[config.mk]
export PLATFORM = sky130hd
export DESIGN_NAME = csc_chip_select
export DESIGN_NICKNAME = d
export VERILOG_FILES = /design/src/shared/csc_pkg.sv /design/src/hdl/csc_bank_match.sv /design/src/hdl/csc_ack_sync.sv /design/src/hdl/csc_chip_select.sv
export VERILOG_INCLUDE_DIRS = /design/src /design/src/shared
export SDC_FILE = /design/constraint.sdc
export NUM_CORES = 1
export LEC_CHECK = 0
export CAP_MARGIN = 15
export CORE_AREA = 2 2 219 221
export DETAILED_ROUTE_END_ITERATION = 8
export DIE_AREA = 0 0 221 223
export DONT_BUFFER_PORTS = 1
export MAX_ROUTING_LAYER = met4
export PLACE_DENSITY = 0.37
export SETUP_SLACK_MARGIN = 0.4
export SYNTH_ARGS = -nofsm -noshare
export SYNTH_HDL_FRONTEND = slang
export SYNTH_SLANG_ARGS = --single-unit
[constraint.sdc]
create_clock -name ref_clk -period 6.1 [get_ports ref_clk]
set_input_delay 0.305 -clock ref_clk [delete_from_list [all_inputs] [get_ports ref_clk]]
set_output_delay 0.305 -clock ref_clk [all_outputs]
set_load 0.005 [all_outputs]
[src/shared/csc_regs.svh]
// constants for the chip-select controller: field positions, resets, codes
`ifndef CSC_REGS_SVH
`define CSC_REGS_SVH

// ----------------------------------------------------------------------
// control word fields (chip-select and fallback memory)
// ----------------------------------------------------------------------
`define CSC_CTL_W        15
`define CSC_CTL_RD       0
`define CSC_CTL_WR       1
`define CSC_CTL_RDHOLD   2
`define CSC_CTL_WRHOLD   3
`define CSC_CTL_SETUP    4
`define CSC_CTL_BURST    5
`define CSC_CTL_PW_LO    6
`define CSC_CTL_PW_HI    7
`define CSC_CTL_INTTERM  8
`define CSC_CTL_BCONT    9
`define CSC_CTL_WS_LO    10
`define CSC_CTL_WS_HI    13
`define CSC_CTL_ALTACK   14

// ----------------------------------------------------------------------
// mask word fields
// ----------------------------------------------------------------------
`define CSC_MSK_W        21
`define CSC_MSK_UD       0
`define CSC_MSK_UC       1
`define CSC_MSK_SD       2
`define CSC_MSK_SC       3
`define CSC_MSK_CPU      4
`define CSC_MSK_IGN_LO   5
`define CSC_MSK_IGN_HI   20

// ----------------------------------------------------------------------
// reset values and counts
// ----------------------------------------------------------------------
`define CSC_CS0_CTL_RST  15'h3C1F
`define CSC_CS0_MSK_RST  21'h00_0000
`define CSC_WS_MAX       4'hF
`define CSC_LANES_8      4'h8
`define CSC_LANES_16     4'hC
`define CSC_LANES_32     4'hF

`endif

[src/shared/csc_pkg.sv]
// types shared by the chip-select controller modules
package csc_pkg;

	// ------------------------------------------------------------------
	// port width codes, bank kinds and bus states
	// ------------------------------------------------------------------
	typedef enum logic [1:0] {
		CSC_PW_32 = 2'h0,
		CSC_PW_8  = 2'h1,
		CSC_PW_16 = 2'h2
	} csc_width_t;

	typedef enum logic [1:0] {
		CSC_KIND_CS,
		CSC_KIND_DRAM,
		CSC_KIND_DEFAULT
	} csc_kind_t;

	typedef enum logic [1:0] {
		CSC_IDLE,
		CSC_ACCESS,
		CSC_HOLD
	} csc_state_t;

endpackage

[src/hdl/csc_bank_match.sv]
// address compare of one bank against its base and ignore mask
`timescale 1ns/100ps
module csc_bank_match (
	// transfer address, upper half
	input  wire logic [15:0] addr_hi,
	// bank setup
	input  wire logic [15:0] base,
	input  wire logic [15:0] ignore,
	// result
	output logic             hit
);
	assign hit = ((addr_hi ^ base) & ~ignore) == 16'h0000; // RULE22
endmodule

[src/hdl/csc_ack_sync.sv]
// two-stage synchroniser for the asynchronous acknowledge pin
`timescale 1ns/100ps
module csc_ack_sync (
	// clock and reset
	input  wire logic ref_clk,
	input  wire logic resetn,
	// pin and synchronised level
	input  wire logic ack_async_n,
	output logic      ack_sync
);
	logic meta_reg;
	logic meta_next;
	logic sync_reg;
	logic sync_next;

	always_comb begin
		meta_next = ~ack_async_n;
		sync_next = meta_reg;
	end

	always_ff @(posedge ref_clk or negedge resetn) begin
		if (!resetn) begin
			meta_reg <= 1'b0;
			sync_reg <= 1'b0;
		end else begin
			meta_reg <= meta_next;
			sync_reg <= sync_next;
		end
	end

	assign ack_sync = sync_reg; // RULE10
endmodule

[src/hdl/csc_chip_select.sv]
// chip-select controller: decode, permissions, wait states, strobes
`timescale 1ns/100ps
`include "csc_regs.svh"

// Notes on behaviour
// [RULE1] banks zero to seven, then dram zero and one; lowest number wins
// [RULE2] no hit: fallback settings used, no select or dram output asserted
// [RULE3] each select has its own read and write enable bits
// [RULE4] attribute masks per select; only select one may mask cpu space
// [RULE5] select asserts only on address hit, enabled direction, unmasked
// [RULE6] port widths 8, 16, 32 bits on top lane, top half, full bus
// [RULE7] wait count zero to fifteen; internal termination ends after count
// [RULE8] core transfer: early synchronous acknowledge ends it that cycle
// [RULE9] alternate master with internal termination: we drive acknowledge
// [RULE10] async acknowledge is synchronised and ends the access at once
// [RULE11] outside party may end alternate master access by async ack
// [RULE12] burst when operand wider than port and burst bit set, else split
// [RULE13] setup option: select in start cycle or one cycle later
// [RULE14] burst option: select held continuously across beats or not
// [RULE15] hold option keeps address, attributes, write data one more cycle
// [RULE16] after reset select zero hits all but cpu space and internal
// [RULE17] select zero width and auto ack come from straps at reset
// [RULE18] select zero resets with rd, wr, setup, holds on, burst off
// [RULE19] writing select zero control keeps global mode active
// [RULE20] first write to select zero mask ends global mode until reset
// [RULE21] software sets up all banks before writing select zero mask
// [RULE22] address bits 31 to 16 compared to base, ignoring masked bits
// [RULE23] write enables assert the cycle after the select asserts
// [RULE24] without internal termination, wait until an acknowledge is seen
module csc_chip_select
	import csc_pkg::*;
(
	// clock and reset
	input  wire logic                      ref_clk,
	input  wire logic                      resetn,
	// transfer request
	input  wire logic                      transfer_start,
	input  wire logic [31:0]               xfer_addr,
	input  wire logic                      xfer_write,
	input  wire logic [1:0]                xfer_size,
	input  wire logic                      xfer_super,
	input  wire logic                      xfer_code,
	input  wire logic                      xfer_cpu_space,
	input  wire logic                      xfer_internal,
	input  wire logic                      xfer_alt_master,
	// bank setup
	input  wire logic [7:0][15:0]          select_base_register,
	input  wire logic [7:1][20:0]          select_mask_register,
	input  wire logic [7:1][14:0]          select_control_register,
	input  wire logic [1:0][15:0]          dram_bank_address_register,
	input  wire logic [1:0][15:0]          dram_bank_mask_register,
	input  wire logic [14:0]               fallback_memory_control,
	// select zero writes
	input  wire logic [14:0]               cs0_ctrl_wdata,
	input  wire logic                      cs0_ctrl_write,
	input  wire logic [20:0]               cs0_mask_wdata,
	input  wire logic                      cs0_mask_write,
	// boot straps
	input  wire logic                      boot_strap_pin_one,
	input  wire logic                      boot_strap_pin_four,
	input  wire logic                      boot_strap_pin_seven,
	// acknowledges
	input  wire logic                      transfer_acknowledge_n_in,
	output logic                           transfer_acknowledge_n_out,
	output logic                           transfer_acknowledge_oe,
	input  wire logic                      async_transfer_ack_n,
	// bus strobes and status
	output logic [7:0]                     chip_select_n,
	output logic [1:0]                     dram_bank_hit,
	output logic [3:0]                     write_enable_n,
	output logic                           xfer_done,
	output logic                           burst_active,
	output logic [1:0]                     port_width_out,
	output logic                           addr_hold,
	output logic                           global_mode
);
	// ------------------------------------------------------------------
	// select zero registers and straps
	// ------------------------------------------------------------------
	logic [2:0]  strap_reg;
	logic [2:0]  strap_next;
	logic [14:0] cs0_ctl_reg;
	logic [14:0] cs0_ctl_next;
	logic [20:0] cs0_msk_reg;
	logic [20:0] cs0_msk_next;
	logic        global_reg;
	logic        global_next;
	logic        cs0_written_reg;
	logic        cs0_written_next;

	// straps are caught by a plain clocked flop: the last edge in reset wins
	always_comb begin
		strap_next = strap_reg;
		if (!resetn)
			strap_next = {boot_strap_pin_seven, boot_strap_pin_four,
				boot_strap_pin_one}; // RULE17
	end

	always_ff @(posedge ref_clk) begin
		strap_reg <= strap_next;
	end

	always_comb begin
		cs0_ctl_next     = cs0_ctl_reg;
		cs0_msk_next     = cs0_msk_reg;
		global_next      = global_reg;
		cs0_written_next = cs0_written_reg;
		if (cs0_ctrl_write) begin
			cs0_ctl_next     = cs0_ctrl_wdata; // RULE19
			cs0_written_next = 1'b1;
		end
		if (cs0_mask_write) begin
			cs0_msk_next = cs0_mask_wdata;
			global_next  = 1'b0; // RULE20
		end
	end

	always_ff @(posedge ref_clk or negedge resetn) begin
		if (!resetn) begin
			cs0_ctl_reg     <= `CSC_CS0_CTL_RST; // RULE18
			cs0_msk_reg     <= `CSC_CS0_MSK_RST;
			global_reg      <= 1'b1;
			cs0_written_reg <= 1'b0;
		end else begin
			cs0_ctl_reg     <= cs0_ctl_next;
			cs0_msk_reg     <= cs0_msk_next;
			global_reg      <= global_next;
			cs0_written_reg <= cs0_written_next;
		end
	end

	// ------------------------------------------------------------------
	// effective bank words and address compare
	// ------------------------------------------------------------------
	logic [7:0][14:0] ctl_eff;
	logic [7:0][20:0] msk_eff;
	logic [9:0]       addr_hit;
	logic [7:0]       cs_ok;

	// width and auto ack follow the straps until software rewrites them
	always_comb begin
		ctl_eff[0] = cs0_ctl_reg;
		if (!cs0_written_reg) begin
			ctl_eff[0][`CSC_CTL_PW_HI:`CSC_CTL_PW_LO] = strap_reg[2:1];
			ctl_eff[0][`CSC_CTL_INTTERM]             = strap_reg[0];
		end
		msk_eff[0] = cs0_msk_reg;
		for (int k = 1; k < 8; k++) begin
			ctl_eff[k] = select_control_register[k];
			msk_eff[k] = select_mask_register[k];
		end
	end

	genvar g;
	generate
		for (g = 0; g < 10; g++) begin : g_bank
			if (g < 8) begin : g_cs
				logic dir_ok;
				logic attr_ok;
				logic cpu_ok;
				csc_bank_match u_match (
					.addr_hi (xfer_addr[31:16]),
					.base    (select_base_register[g]),
					.ignore  (msk_eff[g][`CSC_MSK_IGN_HI:`CSC_MSK_IGN_LO]),
					.hit     (addr_hit[g])
				);
				assign dir_ok = xfer_write ? ctl_eff[g][`CSC_CTL_WR] :
					ctl_eff[g][`CSC_CTL_RD]; // RULE3
				assign cpu_ok = (g != 1) || !xfer_cpu_space ||
					!msk_eff[g][`CSC_MSK_CPU]; // RULE4
				assign attr_ok = cpu_ok && !(xfer_super ?
					(xfer_code ? msk_eff[g][`CSC_MSK_SC] :
						msk_eff[g][`CSC_MSK_SD]) :
					(xfer_code ? msk_eff[g][`CSC_MSK_UC] :
						msk_eff[g][`CSC_MSK_UD])); // RULE4
				if (g == 0) begin : g_global
					assign cs_ok[g] = global_reg ?
						(dir_ok && !xfer_cpu_space) : // RULE16
						(addr_hit[g] && dir_ok && attr_ok); // RULE5
				end else begin : g_plain
					assign cs_ok[g] = addr_hit[g] && dir_ok && attr_ok; // RULE5
				end
			end else begin : g_dram
				csc_bank_match u_match (
					.addr_hi (xfer_addr[31:16]),
					.base    (dram_bank_address_register[g-8]),
					.ignore  (dram_bank_mask_register[g-8]),
					.hit     (addr_hit[g])
				);
			end
		end
	endgenerate

	// ------------------------------------------------------------------
	// priority pick of the bank for a new transfer
	// ------------------------------------------------------------------
	csc_kind_t   pick_kind;
	logic [2:0]  pick_idx;
	logic [14:0] pick_ctl;
	logic        pick_found;

	always_comb begin
		pick_kind  = CSC_KIND_DEFAULT; // RULE2
		pick_idx   = 3'h0;
		pick_found = 1'b0;
		for (int k = 0; k < 8; k++) begin
			if (cs_ok[k] && !pick_found) begin // RULE1
				pick_found = 1'b1;
				pick_kind  = CSC_KIND_CS;
				pick_idx   = k[2:0];
			end
		end
		for (int k = 0; k < 2; k++) begin
			if (addr_hit[8+k] && !pick_found) begin // RULE1
				pick_found = 1'b1;
				pick_kind  = CSC_KIND_DRAM;
				pick_idx   = k[2:0];
			end
		end
		pick_ctl = (pick_kind == CSC_KIND_CS) ? ctl_eff[pick_idx] :
			fallback_memory_control; // RULE2
	end

	// ------------------------------------------------------------------
	// access sequencer
	// ------------------------------------------------------------------
	csc_state_t  state_reg,   state_next;
	csc_kind_t   kind_reg,    kind_next;
	logic [2:0]  idx_reg,     idx_next;
	logic [14:0] ctl_reg,     ctl_next;
	logic        write_reg,   write_next;
	logic        alt_reg,     alt_next;
	logic [3:0]  cnt_reg,     cnt_next;
	logic [3:0]  beats_reg,   beats_next;
	logic        first_reg,   first_next;
	logic        burst_reg,   burst_next;
	logic        ack_async;
	logic        accessing;
	logic        int_term;
	logic        ta_drive;
	logic        ends;
	logic [2:0]  op_lg;
	logic [2:0]  pw_lg;
	logic [2:0]  lg_diff;

	csc_ack_sync u_ack_sync (
		.ref_clk     (ref_clk),
		.resetn      (resetn),
		.ack_async_n (async_transfer_ack_n),
		.ack_sync    (ack_async)
	);

	assign accessing = state_reg == CSC_ACCESS;
	assign int_term  = ctl_reg[`CSC_CTL_INTTERM] &&
		(!alt_reg || ctl_reg[`CSC_CTL_ALTACK]);
	assign ta_drive  = accessing && alt_reg && int_term &&
		kind_reg != CSC_KIND_DRAM; // RULE9
	// wait count, early sync ack, or early async ack; otherwise wait on
	assign ends = accessing && (
		(int_term && kind_reg != CSC_KIND_DRAM &&
			cnt_reg == ctl_reg[`CSC_CTL_WS_HI:`CSC_CTL_WS_LO]) || // RULE7
		(!ta_drive && !transfer_acknowledge_n_in) || // RULE8 RULE24
		(ack_async && kind_reg != CSC_KIND_DRAM)); // RULE10 RULE11

	always_comb begin
		case (xfer_size)
			2'h1:    op_lg = 3'h0;
			2'h2:    op_lg = 3'h1;
			2'h3:    op_lg = 3'h4;
			default: op_lg = 3'h2;
		endcase
		case (pick_ctl[`CSC_CTL_PW_HI:`CSC_CTL_PW_LO])
			CSC_PW_8:  pw_lg = 3'h0;
			CSC_PW_16: pw_lg = 3'h1;
			default:   pw_lg = 3'h2;
		endcase
		lg_diff = (op_lg > pw_lg) ? op_lg - pw_lg : 3'h0;
	end

	always_comb begin
		state_next = state_reg;
		kind_next  = kind_reg;
		idx_next   = idx_reg;
		ctl_next   = ctl_reg;
		write_next = write_reg;
		alt_next   = alt_reg;
		cnt_next   = cnt_reg;
		beats_next = beats_reg;
		first_next = first_reg;
		burst_next = burst_reg;
		case (state_reg)
			CSC_IDLE: begin
				// a start while busy is not seen; the master waits for done
				if (transfer_start && !xfer_internal) begin
					state_next = CSC_ACCESS;
					kind_next  = pick_kind;
					idx_next   = pick_idx;
					ctl_next   = pick_ctl;
					write_next = xfer_write;
					alt_next   = xfer_alt_master;
					cnt_next   = 4'h0;
					first_next = 1'b1;
					// the master splits when bursts are off
					burst_next = pick_ctl[`CSC_CTL_BURST] &&
						lg_diff != 3'h0; // RULE12
					beats_next = burst_next ?
						4'((5'h01 << lg_diff) - 5'h01) : 4'h0; // RULE12
				end
			end
			CSC_ACCESS: begin
				if (cnt_reg != `CSC_WS_MAX)
					cnt_next = cnt_reg + 4'h1;
				if (ends) begin
					if (beats_reg != 4'h0) begin
						beats_next = beats_reg - 4'h1;
						cnt_next   = 4'h0;
						first_next = 1'b0;
					end else if (kind_reg != CSC_KIND_DRAM &&
						(write_reg ? ctl_reg[`CSC_CTL_WRHOLD] :
							ctl_reg[`CSC_CTL_RDHOLD])) begin
						state_next = CSC_HOLD; // RULE15
					end else begin
						state_next = CSC_IDLE;
					end
				end
			end
			CSC_HOLD: begin
				state_next = CSC_IDLE;
			end
			default: begin
				state_next = CSC_IDLE;
			end
		endcase
	end

	always_ff @(posedge ref_clk or negedge resetn) begin
		if (!resetn) begin
			state_reg <= CSC_IDLE;
			kind_reg  <= CSC_KIND_DEFAULT;
			idx_reg   <= 3'h0;
			ctl_reg   <= 15'h0000;
			write_reg <= 1'b0;
			alt_reg   <= 1'b0;
			cnt_reg   <= 4'h0;
			beats_reg <= 4'h0;
			first_reg <= 1'b0;
			burst_reg <= 1'b0;
		end else begin
			state_reg <= state_next;
			kind_reg  <= kind_next;
			idx_reg   <= idx_next;
			ctl_reg   <= ctl_next;
			write_reg <= write_next;
			alt_reg   <= alt_next;
			cnt_reg   <= cnt_next;
			beats_reg <= beats_next;
			first_reg <= first_next;
			burst_reg <= burst_next;
		end
	end

	// ------------------------------------------------------------------
	// strobes
	// ------------------------------------------------------------------
	logic       cs_gap;
	logic       cs_on;
	logic       cs_early;
	logic [1:0] we_delay;
	logic [3:0] lanes;

	// a non-continuous burst drops the select for one cycle per new beat
	assign cs_gap = !first_reg && !ctl_reg[`CSC_CTL_BCONT] &&
		cnt_reg == 4'h0; // RULE14
	assign cs_on = accessing && kind_reg == CSC_KIND_CS && !cs_gap;
	assign cs_early = state_reg == CSC_IDLE && transfer_start &&
		!xfer_internal && pick_kind == CSC_KIND_CS &&
		!pick_ctl[`CSC_CTL_SETUP]; // RULE13
	assign we_delay = first_reg ? {1'b0, ctl_reg[`CSC_CTL_SETUP]} :
		{!ctl_reg[`CSC_CTL_BCONT], 1'b0}; // RULE23

	always_comb begin
		case (ctl_reg[`CSC_CTL_PW_HI:`CSC_CTL_PW_LO])
			CSC_PW_8:  lanes = `CSC_LANES_8; // RULE6
			CSC_PW_16: lanes = `CSC_LANES_16; // RULE6
			default:   lanes = `CSC_LANES_32; // RULE6
		endcase
		for (int k = 0; k < 8; k++)
			chip_select_n[k] = !((cs_on && idx_reg == k[2:0]) ||
				(cs_early && pick_idx == k[2:0])); // RULE5 RULE13
		for (int k = 0; k < 2; k++)
			dram_bank_hit[k] = accessing && kind_reg == CSC_KIND_DRAM &&
				idx_reg == k[2:0];
		write_enable_n = ~(lanes & {4{cs_on && write_reg &&
			cnt_reg >= {2'h0, we_delay}}}); // RULE23
	end

	assign transfer_acknowledge_oe    = ta_drive; // RULE9
	assign transfer_acknowledge_n_out = !(ta_drive && ends);
	assign xfer_done      = ends;
	assign burst_active   = burst_reg;
	assign port_width_out = ctl_reg[`CSC_CTL_PW_HI:`CSC_CTL_PW_LO];
	assign addr_hold      = state_reg == CSC_HOLD; // RULE15
	assign global_mode    = global_reg;
endmodule

== After elaboration in Yosys (flattened, before gate mapping) ==
Index checks and enable logic that the tools add are counted.

* Flip-flop bits (word level): 77
* Input bits: 545
* Logic and storage cells: 319
* Output and inout port bits: 22

* Equality and inequality tests: 31
* Bitwise operators: 33
* Reduce and logical (&&, ||, !) cells: 140
* Order comparisons: 3
* Shift-type cells: 1
* Add/subtract/negate cells: 4
* Muxes and demuxes: 90

{| class="wikitable"
|+ Operator list
! kind !! number
|-
| $and 16x16->16 || 10
|-
| $logic_not 16->1 || 10
|-
| $not 16->16 || 10
|-
| $xor 16x16->16 || 10
|-
| $logic_and 1x1->1 || 69
|-
| $mux 1 || 47
|-
| $bmux 15 s3 || 1
|-
| $logic_not 1->1 || 36
|-
| $mux 4 || 8
|-
| $mux 15 || 2
|-
| $mux 2 || 15
|-
| $mux 3 || 10
|-
| $eq 3x3->1 const B || 8
|-
| $pmux 4 s2 || 2
|-
| $eq 3x2->1 const B || 4
|-
| $logic_or 1x1->1 || 12
|-
| $eq 2x1->1 const B || 5
|-
| $eq 2x2->1 const B || 5
|-
| $pmux 3 s3 || 1
|-
| $pmux 2 s2 || 2
|-
| $sub 4x1->4 const B || 2
|-
| $eq 3x1->1 const B || 2
|-
| $logic_not 2->1 || 3
|-
| $logic_not 3->1 || 2
|-
| other kinds (22) || 26
|}

== Depth between registers and ports, before layout ==
Gate-level depths: netlist of the first run.

* Word-level depth: 46
* Gate-level depth with buffers: 26
* Depth with buffers taken out: 22

== Hierarchy ==
From an unflattened synthesis of the first run, not the netlist that was laid out.

* Cell total of the unflattened synthesis: 835
* Area, all modules: 7,138.1 um^2

{| class="wikitable"
|+ By module, submodules not included
! module !! instances !! cells each !! area each (um^2)
|-
| csc_chip_select || 1 || 562 || 4,994.8
|-
| csc_bank_match || 10 || 27 || 209.0
|-
| csc_ack_sync || 1 || 3 || 53.8
|}

== Worst setup path before layout of the first run ==
OpenSTA, ideal clock, no wires.

* Path kind: input to register
* From: input xfer_code
* To: register beats_reg[1]
* Required time: 5,996 ps
* Arrival: 4,502 ps
* Slack: 1,495 ps
* Buffers on the path: 2
* Stages on the path: 20
* Cell sequence: buf_6 buf_6 mux4_2 nor4_2 and3_2 nand2_1 and3_1 nor2_2 a22o_1 o211ai_1 a21boi_1 ha_1 ha_1 fa_1 xor2_1 nand3_1 nand2_1 inv_1 ha_1 o41ai_2

* Longest elaborated chain between the ends: 45
* Elaborated cells on any way between the ends: 105

{| class="wikitable"
|+ RTL lines
! what !! line !! RTL
|-
| from (decl) || csc_chip_select.sv:42 || <nowiki>input wire logic xfer_code,</nowiki>
|-
| $mux 1 (on tied branches) || csc_chip_select.sv:174, csc_chip_select.sv:172 ||
|-
| $mux 1 || csc_chip_select.sv:171 || <nowiki>assign attr_ok = cpu_ok && !(xfer_super ?</nowiki>
|-
| $logic_not 1->1 || csc_chip_select.sv:171 ||
|-
| $logic_and 1x1->1 || csc_chip_select.sv:179 || <nowiki>(addr_hit[g] && dir_ok && attr_ok);</nowiki>
|-
| $mux 1 || csc_chip_select.sv:177 || <nowiki>assign cs_ok[g] = global_reg ?</nowiki>
|-
| $mux 1 || csc_chip_select.sv:207 || <nowiki>if (cs_ok[k] && !pick_found) begin</nowiki>
|-
| $logic_not 1->1 || csc_chip_select.sv:207 ||
|-
| $logic_and 1x1->1 || csc_chip_select.sv:207 ||
|-
| (+29 left out) || - ||
|-
| $pmux 2 s2 || csc_chip_select.sv:272 || <nowiki>case (pick_ctl[`CSC_CTL_PW_HI:`CSC_CTL_PW_LO])</nowiki>
|-
| $sub 3x3->3 / $gt 3x3->1 (equally long branches) || csc_chip_select.sv:277 || <nowiki>lg_diff = (op_lg > pw_lg) ? op_lg - pw_lg : 3'h0;</nowiki>
|-
| $mux 3 || csc_chip_select.sv:277 ||
|-
| $shl 1x3->4 / $reduce_bool 3->1 (equally long branches) || csc_chip_select.sv:307, csc_chip_select.sv:305 ||
|-
| $sub 4x1->4 / $logic_and 1x1->1 (equally long branches) || csc_chip_select.sv:307, csc_chip_select.sv:304 ||
|-
| $mux 4 * || csc_chip_select.sv:306 || <nowiki>beats_next = burst_next ?</nowiki>
|-
| $mux 4 * || csc_chip_select.sv:294 || <nowiki>if (transfer_start && !xfer_internal) begin</nowiki>
|-
| $pmux 4 s2 * || csc_chip_select.sv:291 || <nowiki>case (state_reg)</nowiki>
|-
| to (signal assigned) || csc_chip_select.sv:356 || <nowiki>beats_reg <= beats_next;</nowiki>
|-
| to (decl) || csc_chip_select.sv:234 || <nowiki>logic [3:0] beats_reg, beats_next;</nowiki>
|}

Every way passes the cells marked *; elsewhere a longest branch is shown, timed or not. The select of a mux whose other input is x is not followed.
A chain may end at the register's enable or synchronous reset.

== Final worst setup path of the first run ==
* From: register cs0_msk_reg[3]
* To: register beats_reg[1]

* Longest elaborated chain between the ends: 45
* Elaborated cells on any way between the ends: 68

{| class="wikitable"
|+ RTL lines
! what !! line !! RTL
|-
| from (decl) || csc_chip_select.sv:84 || <nowiki>logic [20:0] cs0_msk_reg;</nowiki>
|-
| from (signal assigned) || csc_chip_select.sv:121 || <nowiki>cs0_msk_reg <= `CSC_CS0_MSK_RST;</nowiki>
|-
| from (signal assigned) || csc_chip_select.sv:126 || <nowiki>cs0_msk_reg <= cs0_msk_next;</nowiki>
|-
| $mux 1 * || csc_chip_select.sv:172 || <nowiki>(xfer_code ? msk_eff[g][`CSC_MSK_SC] :</nowiki>
|-
| $mux 1 * || csc_chip_select.sv:171 ||
|-
| $logic_not 1->1 * || csc_chip_select.sv:171 ||
|-
| $logic_and 1x1->1 * || csc_chip_select.sv:179 ||
|-
| $mux 1 * || csc_chip_select.sv:177 ||
|-
| $mux 1 || csc_chip_select.sv:207 ||
|-
| $logic_not 1->1 || csc_chip_select.sv:207 ||
|-
| $logic_and 1x1->1 || csc_chip_select.sv:207 ||
|-
| (+28 left out) || - ||
|-
| net pick_ctl[7] || csc_chip_select.sv:199 || <nowiki>logic [14:0] pick_ctl;</nowiki>
|-
| (+1 left out) || - ||
|-
| $pmux 2 s2 * || csc_chip_select.sv:272 ||
|-
| $sub 3x3->3 / $gt 3x3->1 (equally long branches) || csc_chip_select.sv:277 ||
|-
| $mux 3 * || csc_chip_select.sv:277 ||
|-
| $shl 1x3->4 / $reduce_bool 3->1 (equally long branches) || csc_chip_select.sv:307, csc_chip_select.sv:305 ||
|-
| $sub 4x1->4 / $logic_and 1x1->1 (equally long branches) || csc_chip_select.sv:307, csc_chip_select.sv:304 ||
|-
| $mux 4 * || csc_chip_select.sv:306 ||
|-
| $mux 4 * || csc_chip_select.sv:294 ||
|-
| $pmux 4 s2 * || csc_chip_select.sv:291 ||
|}

Mark *: on every way through the listed nets, which the timed path passes. The rest lies on a longest branch. The select of a mux whose other input is x is not followed.

==> results of run 1 <==
[layer usage]
layer	global-route usage [%]	vias up	wire length, um	part of all wire (%)
li1	-	3254	-	-
met1	21.45	3709	18660	41
met2	27.85	448	20970	46
met3	6.598	51	3979	8.7
met4	7.816	0	2048	4.5
met5	-	-	0	0
[power groups by stage]
stage / logic [mW] / clock network [mW] / registers, mW
6_report: 0.713 / 0.571 / 0.705
5_1_grt: 0.800 / 0.612 / 0.724
4_1_cts: 0.721 / 0.592 / 0.707
3_5_place_dp: 0.700 / 0 / 0.715
3_3_place_gp: 0.700 / 0 / 0.713
2_1_floorplan: 0.592 / 0 / 0.664
[cell families after synthesis]
logic type	count (synthesis)	share of synthesized area [%]
compound gates	250	23.49
simple gates	239	16.76
xor+xnor	166	19.36
buf+inv	82	5.471
flops	73	24.59
mux	55	8.405
fa+ha+maj	11	1.923
[worst max-delay path: stages (launching register included)]
cell       delay [ns]
dfrtp_1          0.39
mux4_2           0.51
a2111oi_2        0.38
nand4_1          0.32
and3_1           0.39
o221a_2          0.22
a2111oi_2        0.34
a2111o_1         0.17
o311ai_1         0.20
o21a_1           0.18
ha_1             0.18
ha_1             0.23
fa_1             0.44
xor2_1           0.21
nand3_1          0.10
nand2_1          0.08
inv_1            0.12
o21ai_0          0.11
a221oi_2         0.23
a22oi_2          0.19
o41ai_2          0.28
[area by class of cell]
class	count	area, um^2	share of cell area, %
Inverter	32	120.1	1.396
Tap cell	615	769.5	8.944
Clock inverter	4	50.05	0.5817
Antenna cell	20	50.05	0.5817
Timing Repair Buffer	23	202.7	2.356
Sequential cell	73	1856	21.57
Multi-Input combinational cell	721	5289	61.47
Clock buffer	12	266.5	3.098
[layout by cell type, fill, tap and decap left out, types with 9 or more instances in the layout]
master     count
xnor2_1      158
o22ai_1       88
nor2_1        64
dfrtp_1       59
nand2_1       52
mux2_2        36
inv_1         32
o21ai_0       30
a21oi_1       28
nand3_1       21
diode_2       20
nor4_1        20
nor3_1        18
buf_4         18
mux2i_1       15
a221oi_1      13
dfstp_2       11
and3_1        10
ha_1          10
a22oi_1        9
a31oi_1        9
clkbuf_16      9
[stage by stage]
step                power (mW)  hold WS (ns)  worst slack, ns
floorplan                1.256      0.009409            1.495
global placement         1.414       0.01542           0.4611
detailed placement       1.416       0.01549           0.4817
CTS                      2.020       0.01313           0.7270
global route             2.136       0.01352           0.4078
finish                   1.990       0.03678           0.6969
[worst max path at each step]
stage                               endpoint  slack, ns
floorplan           beats_reg[1]$_DFFE_PN0P_       1.49
global placement    beats_reg[1]$_DFFE_PN0P_       0.46
detailed placement  beats_reg[1]$_DFFE_PN0P_       0.48
CTS                 beats_reg[1]$_DFFE_PN0P_       0.73
global route        beats_reg[1]$_DFFE_PN0P_       0.41
finish              beats_reg[1]$_DFFE_PN0P_       0.70
[timing repair]
action / 4_1_cts / 5_1_grt
buffers inserted: 0 / 0
hold endpoints to repair: 76 / 0
hold buffers: 5 / 0
==> reports/metrics.csv, run 1 <==
metric,value,unit
cts_sinks,73,
synth_top_area_share,19.56,%
vias,7462,
cts_resized,0,
synth_cells,876,
path_max_fanout,8,
hold-path-endpoint,strap_reg[0]$_DFFE_PN_,
p_sw,0.7115,mW
wl_per_cell,30.44,um
finalCritPeriodShare,88.58,%
final_area,8603,um^2
rsz0062_at_grt,no,
ys_ff_latch,73,
power.internal,1.279,mW
hold_viol_final,0,
dpl-instance-area,8169,um^2
fp.coreArea,47150,um^2
drcViolationCount,0,
drive_gt1_share,13.99,%
syn_area,7547,um^2
die_h,223,um
fin_tns_setup,0,ns
start_kind,flip-flop,
finalNonFillerCells,1500,
crit_path_start,cs0_msk_reg[3]$_DFFE_PN0P_,
fin_skew,0.01147,ns
cts_max_level,3,
rrSetupSlack,0.70,ns
fillers,5267,
maxCapViolations,0,
end_kind,flip-flop,
drt_pass1_iterations,5,
yosys_warnings,0,
r2r_end,beats_reg[1]$_DFFE_PN0P_,
cp.required,6.36,ns
fin_nets,1416,
track_usage,18.20,%
combPwrFrac,35.8,%
placed_cells_incl_taps,1459,
synth_nets,1432,
grt_pass1_wl,60.43,mm
drt-initial-drc-count,616,
setup_viol,0,
clk_path_buf_depth,2,
peakVddDrop,126.1,uV
ios,567,
first_global_vias,7442,
antenna_found_initial,23,
post-dp-hpwl,39.34,mm
die_w,221,um
r2r_cells,20,
io_buffers,0,
worst_pin_slew,1.077,ns
leakage,2.920,nW
yosysMostFrequentCell,xnor2_1,
drv_slew,0,
min_path_cells,0,
largest_reg_flops,20,
yosys.area.top_type,dfrtp_1,
viasPerCell,4.975,
ant_nets,0,
power.share.switching,35.75,%
path_clk_slew,0.06,ns
place_congestion,0.9741,
layout_min_cycle_time,5.403,ns
rows,80,
synth-main-ff-cell,dfrtp_1,
area_growth,13.99,%
grt_max_degree,71,
clock.fmax,0.1851,GHz
synth_edf_count,3,
power.density,231.3,nW/um^2
cts_buffers,9,
root_buffer,clkbuf_16,
r2r_start,cs0_msk_reg[3]$_DFFE_PN0P_,
cts_tree,yes,
slew_headroom,27.92,%
setup.worst_path.class,reg -> reg,
synthTopCellsByCount,"xnor2_1, o22ai_1, nor2_1",
yosysUniqueCellTypes,83,
synth_area_leaders,"dfrtp_1, xnor2_1, o22ai_1",
synth-seq-area-share,24.59,%
status,"complete, no violations",
hold_start,boot_strap_pin_one,
critPathArrivalTime,5.66,ns
synth.avg_cell_area,8.616,um^2
final_util,18.25,%
async_flop_share,95.89,%
clock_power_share,28.7,%
hold_class,in -> reg,
grt-ovfl-total,0,
wl,45.66,mm
clk_latency,0.36,ns
die_area,49280,um^2
pwr-share-seq,35.4,%
initial_utilization,16.01,%
Power figures use the tool's default switching activity.
==> run 2: changes to the inputs <==
- HOLD_SLACK_MARGIN: unset -> 0.12
==> reports/metrics.csv, run 2 (synthesis results as in run 1) <==
metric,value,unit
hold_start,fallback_memory_control[13],
cts_buffers,9,
grt_pass1_wl,60.81,mm
dpl_worst_slack,0.4817,ns
antenna_found_initial,21,
drt-initial-drc-count,709,
viasPerCell,4.947,
place_congestion,0.9741,
postCtsHoldBufs,47,
slew_headroom,26.62,%
cts_setup_buffers,0,
rsz0062_at_grt,no,
drv_slew,0,
leakage,3.096,nW
final_cell_mix,"xnor2_1, o22ai_1, nor2_1, dfrtp_1, nand2_1",
die_h,223,um
ant_nets,0,
first_global_vias,7614,
cts_resized,0,
critPathArrivalTime,5.65,ns
critPathTopFamily,compound AO/OA/AOI/OAI gates,
setup.worst_path.class,reg -> reg,
crit_slowest_cell,mux4_2,
drt_pass1_iterations,5,
final_common_cell,xnor2_1,
drive_gt1_share,13.34,%
maxCapViolations,0,
fin_nets,1458,
wl_per_cell,29.61,um
peakVddDrop,126.0,uV
hold_viol_final,0,
min_path_cells,2,
cts_sinks,73,
fp.coreArea,47150,um^2
cts_tree,yes,
clock.fmax,0.1855,GHz
end_kind,flip-flop,
cp.required,6.36,ns
worst_pin_slew,1.097,ns
rrSetupSlack,0.71,ns
dpl-instance-area,8169,um^2
finalPower,2.019,mW
r2r_cells,20,
setup_viol,0,
r2r_start,cs0_msk_reg[3]$_DFFE_PN0P_,
die_area,49280,um^2
final_util,19.13,%
grt-ovfl-total,0,
hold-path-endpoint,ctl_reg[13]$_DFFE_PN0P_,
hold_class,in -> reg,
setup_slack,0.7101,ns
track_usage,18.20,%
power.density,223.8,nW/um^2
clk_latency,0.36,ns
root_buffer,clkbuf_16,
final_area,9021,um^2
rows,80,
clk_path_buf_depth,2,
drcViolationCount,0,
layout_min_cycle_time,5.390,ns
crit_chain,mux4_2 > a2111oi_2 > nand4_1 > and3_1 > o221a_2 > a2111oi_2 > a2111o_1 > o311ai_1 > o21a_1 > ha_1 > ha_1 > fa_1 > xor2_1 > nand3_1 > nand2_1 > inv_1 > o21ai_0 > a221oi_2 > a22oi_2 > o41ai_2,
die_w,221,um
path_clk_slew,0.06,ns
cpPeakStageDelay,0.51,ns
io_buffers,0,
grt_max_degree,71,
path_max_fanout,8,
vias,7623,
finalCritPeriodShare,88.36,%
r2r_end,beats_reg[1]$_DFFE_PN0P_,
largest_reg_flops,20,
post-dp-hpwl,39.34,mm
status,"complete, no violations",
fin_tns_setup,0,ns
crit_buf_inv,1,
fillers,5254,
area_growth,19.53,%
start_kind,flip-flop,
fin_skew,0.01271,ns
ios,567,
initial_utilization,16.01,%
cts_max_level,3,
wl,45.63,mm
## run 2: metrics by stage
stage | cells | hold WS, ns
final | 1541 | 0.1561
after CTS | 1522 | 0.1341
after global routing | 1540 | 0.1636
after detailed placement | 1459 | 0.01549
after floorplan | 876 | 0.009409
after global placement | 1459 | 0.01542
## run 2: final cells by class
type	instances	area [um^2]	area share (%)
clock buffer	12	266.5	2.954
clock inverter	4	50.05	0.5548
timing repair buffer	65	623.1	6.907
antenna	19	47.55	0.5270
multi-input combinational	721	5289	58.63
sequential	73	1856	20.57
inverter	32	120.1	1.331
tap	615	769.5	8.530
## run 2: power breakdown
group          leakage, nW  internal [mW]  switching, mW  total, mW
registers            0.856          0.600          0.106      0.706
clock network        0.151          0.349          0.222      0.571
logic                 2.09          0.347          0.395      0.742
total                 3.10           1.30          0.722       2.02
## run 2: how the worst max path moves through the flow
stage | from | end | slack [ns] | depth (start not counted)
floorplan | xfer_code | beats_reg[1]$_DFFE_PN0P_ | 1.49 | 20
global placement | xfer_addr[22] | beats_reg[1]$_DFFE_PN0P_ | 0.46 | 21
detailed placement | xfer_addr[22] | beats_reg[1]$_DFFE_PN0P_ | 0.48 | 21
CTS | cs0_msk_reg[3]$_DFFE_PN0P_ | beats_reg[1]$_DFFE_PN0P_ | 0.73 | 20
global route | cs0_msk_reg[3]$_DFFE_PN0P_ | beats_reg[1]$_DFFE_PN0P_ | 0.41 | 20
finish | cs0_msk_reg[3]$_DFFE_PN0P_ | beats_reg[1]$_DFFE_PN0P_ | 0.71 | 20
## run 2: routing by layer
layer	GRT usage [%]	part of all wire (%)	vias to the layer above
li1	-	-	3343
met1	21.63	41	3789
met2	27.69	46	438
met3	6.401	8.5	53
met4	8.032	4.7	0
met5	-	0	-
==> run 3: changes to the inputs <==
- clock period: 6.1 -> 5.4 ns (I/O delays scaled with it)
==> reports/metrics.csv, run 3 (synthesis results as in run 1) <==
metric,value,unit
rsz0062_at_grt,no,
clock_power_share,31.5,%
io_buffers,0,
clk_latency,0.37,ns
drcViolationCount,0,
clock.fmax,0.2086,GHz
rows,80,
antenna_found_initial,23,
wl_per_cell,29.70,um
die_h,223,um
setup.worst_path.class,in -> reg,
status,"complete, no violations",
combPwrFrac,35.5,%
place_congestion,0.9767,
cts_buffers,9,
cts_tree,yes,
root_buffer,clkbuf_16,
crit_end,beats_reg[1]$_DFFE_PN0P_,
grt_max_degree,71,
power.internal,1.588,mW
final_cell_mix,"xnor2_1, o22ai_1, nor2_1, dfrtp_1, nand2_1",
met3_length,3.975,mm
ant_nets,0,
drv_slew,0,
cp.depth,20,
vias,7745,
fin_skew,0.01363,ns
r2r_start,cs0_msk_reg[3]$_DFFE_PN0P_,
wl,46.48,mm
initial_utilization,16.01,%
route.layer.met1.wl,19.30,mm
track_usage,18.54,%
drt_pass1_iterations,5,
worst_pin_slew,1.081,ns
setup_slack,0.6066,ns
maxCapViolations,0,
fin_nets,1479,
largest_reg_flops,20,
first_global_vias,7629,
grt_pass1_wl,61.80,mm
end_kind,flip-flop,
peakVddDrop,132.5,uV
rrSetupSlack,0.64,ns
area_growth,23.34,%
r2r_cells,21,
regArea,1856,um^2
cts_max_level,3,
drt-initial-drc-count,697,
hold_class,in -> reg,
dpl_worst_slack,0.09323,ns
viasPerCell,4.949,
power.density,260.7,nW/um^2
setup_viol,0,
slew_headroom,27.71,%
pwr-share-seq,33.1,%
clk_path_buf_depth,2,
cp.required,5.67,ns
final_common_cell,xnor2_1,
p_sw,0.8394,mW
cpPeakStageDelay,0.52,ns
route.met2.wl,21.38,mm
fin_tns_setup,0,ns
post-dp-hpwl,39.66,mm
power.share.switching,34.58,%
crit_chain,mux2i_1 > o22ai_1 > nor4_1 > o2111ai_4 > nand2_4 > o21ai_2 > and3_1 > a2111o_1 > o311ai_1 > o21a_1 > ha_1 > fa_2 > xor2_1 > nand3_1 > nand2_1 > inv_1 > o21ai_0 > a221oi_2 > a22oi_2 > o41ai_2,
multi_input_area,5359,um^2
drive_gt1_share,15.41,%
fillers,5270,
layout_min_cycle_time,4.793,ns
critPathArrivalTime,5.06,ns
cts_sinks,73,
leakage,3.228,nW
die_w,221,um
path_max_fanout,14,
top_layer,met4,
fp.coreArea,47150,um^2
crit_slowest_cell,nor4_1,
grt-ovfl-total,0,
r2r_end,beats_reg[1]$_DFFE_PN0P_,
ios,567,
crit_path_start,xfer_code,
hold_viol_final,0,
final_util,19.75,%
finalCritPeriodShare,88.77,%
die_area,49280,um^2
crit_buf_inv,1,
path_clk_slew,0.07,ns
start_kind,input port,
critPathTopFamily,compound AO/OA/AOI/OAI gates,
[run 3: cell count changes in the layout (fill, tap and decap cells not counted), moves of 3 or more]
cell,previous run,this run
clkbuf_8,3,0
buf_4,18,36
bufinv_16,1,4
diode_2,19,22
dlygate4sd3_1,46,49
[run 3: layer usage]
metal | up-vias | GRT usage, %
met5 | - | -
met4 | 0 | 7.751
met3 | 64 | 6.229
met2 | 440 | 28.17
met1 | 3848 | 22.41
li1 | 3393 | -
[run 3: through the flow]
stage	total power, mW	hold slack, ns	area (um^2)	cells
after floorplan	1.419	-0.02559	7547	876
after global placement	1.611	-0.01703	8289	1475
after detailed placement	1.618	-0.01691	8289	1475
after CTS	2.445	0.1221	9175	1542
after global routing	2.595	0.1463	9309	1565
final	2.427	0.1402	9309	1565
[run 3: power by group through the flow]
| stage | registers, mW | logic [mW] | clock network (mW) |
|---|---|---|---|
| after CTS | 0.804 | 0.862 | 0.779 |
| final | 0.803 | 0.860 | 0.764 |
| after global routing | 0.825 | 0.959 | 0.812 |
| after detailed placement | 0.813 | 0.804 | 0 |
| after global placement | 0.812 | 0.799 | 0 |
| after floorplan | 0.750 | 0.669 | 0 |
[run 3: layout make-up]
class                      count  share of cell area (%)
clock inverter                 5                   1.384
sequential                    73                   19.93
multi-input combinational    721                   57.57
inverter                      32                   1.290
antenna                       22                  0.5914
clock buffer                  11                   2.500
timing repair buffer          86                   8.468
tap                          615                   8.266
[run 3: worst reg2reg max path, delay by kind of cell, from the launching register on]
kind                     cells  cell delay (ns)
AND/OR/NAND/NOR              4             0.39
adder cells (fa/ha/maj)      2             0.64
XOR/XNOR                     1             0.18
flip-flops                   1             0.38
buffers and inverters        3             0.39
AO/OA/AOI/OAI               10             2.17
multiplexers                 1             0.52
[run 3: timing repair]
| item | CTS | global route |
|---|---|---|
| pin swaps | 1 | 2 |
| gates resized for setup | 1 | 12 |
| setup endpoints to repair | 5 | 5 |
| cloned | 0 | 0 |
| hold endpoints to repair | 117 | 1 |
| buffers inserted | 2 | 0 |
| hold buffers | 49 | 1 |
[run 3: worst min-delay path by stage]
stage,cells after the start,to,start
floorplan,0,alt_reg$_DFFE_PN0P_,resetn
global placement,0,burst_active$_DFFE_PN0P_,resetn
detailed placement,0,burst_active$_DFFE_PN0P_,resetn
CTS,2,ctl_reg[10]$_DFFE_PN0P_,fallback_memory_control[10]
global route,3,ctl_reg[4]$_DFFE_PN0P_,fallback_memory_control[4]
finish,2,ctl_reg[2]$_DFFE_PN0P_,fallback_memory_control[2]
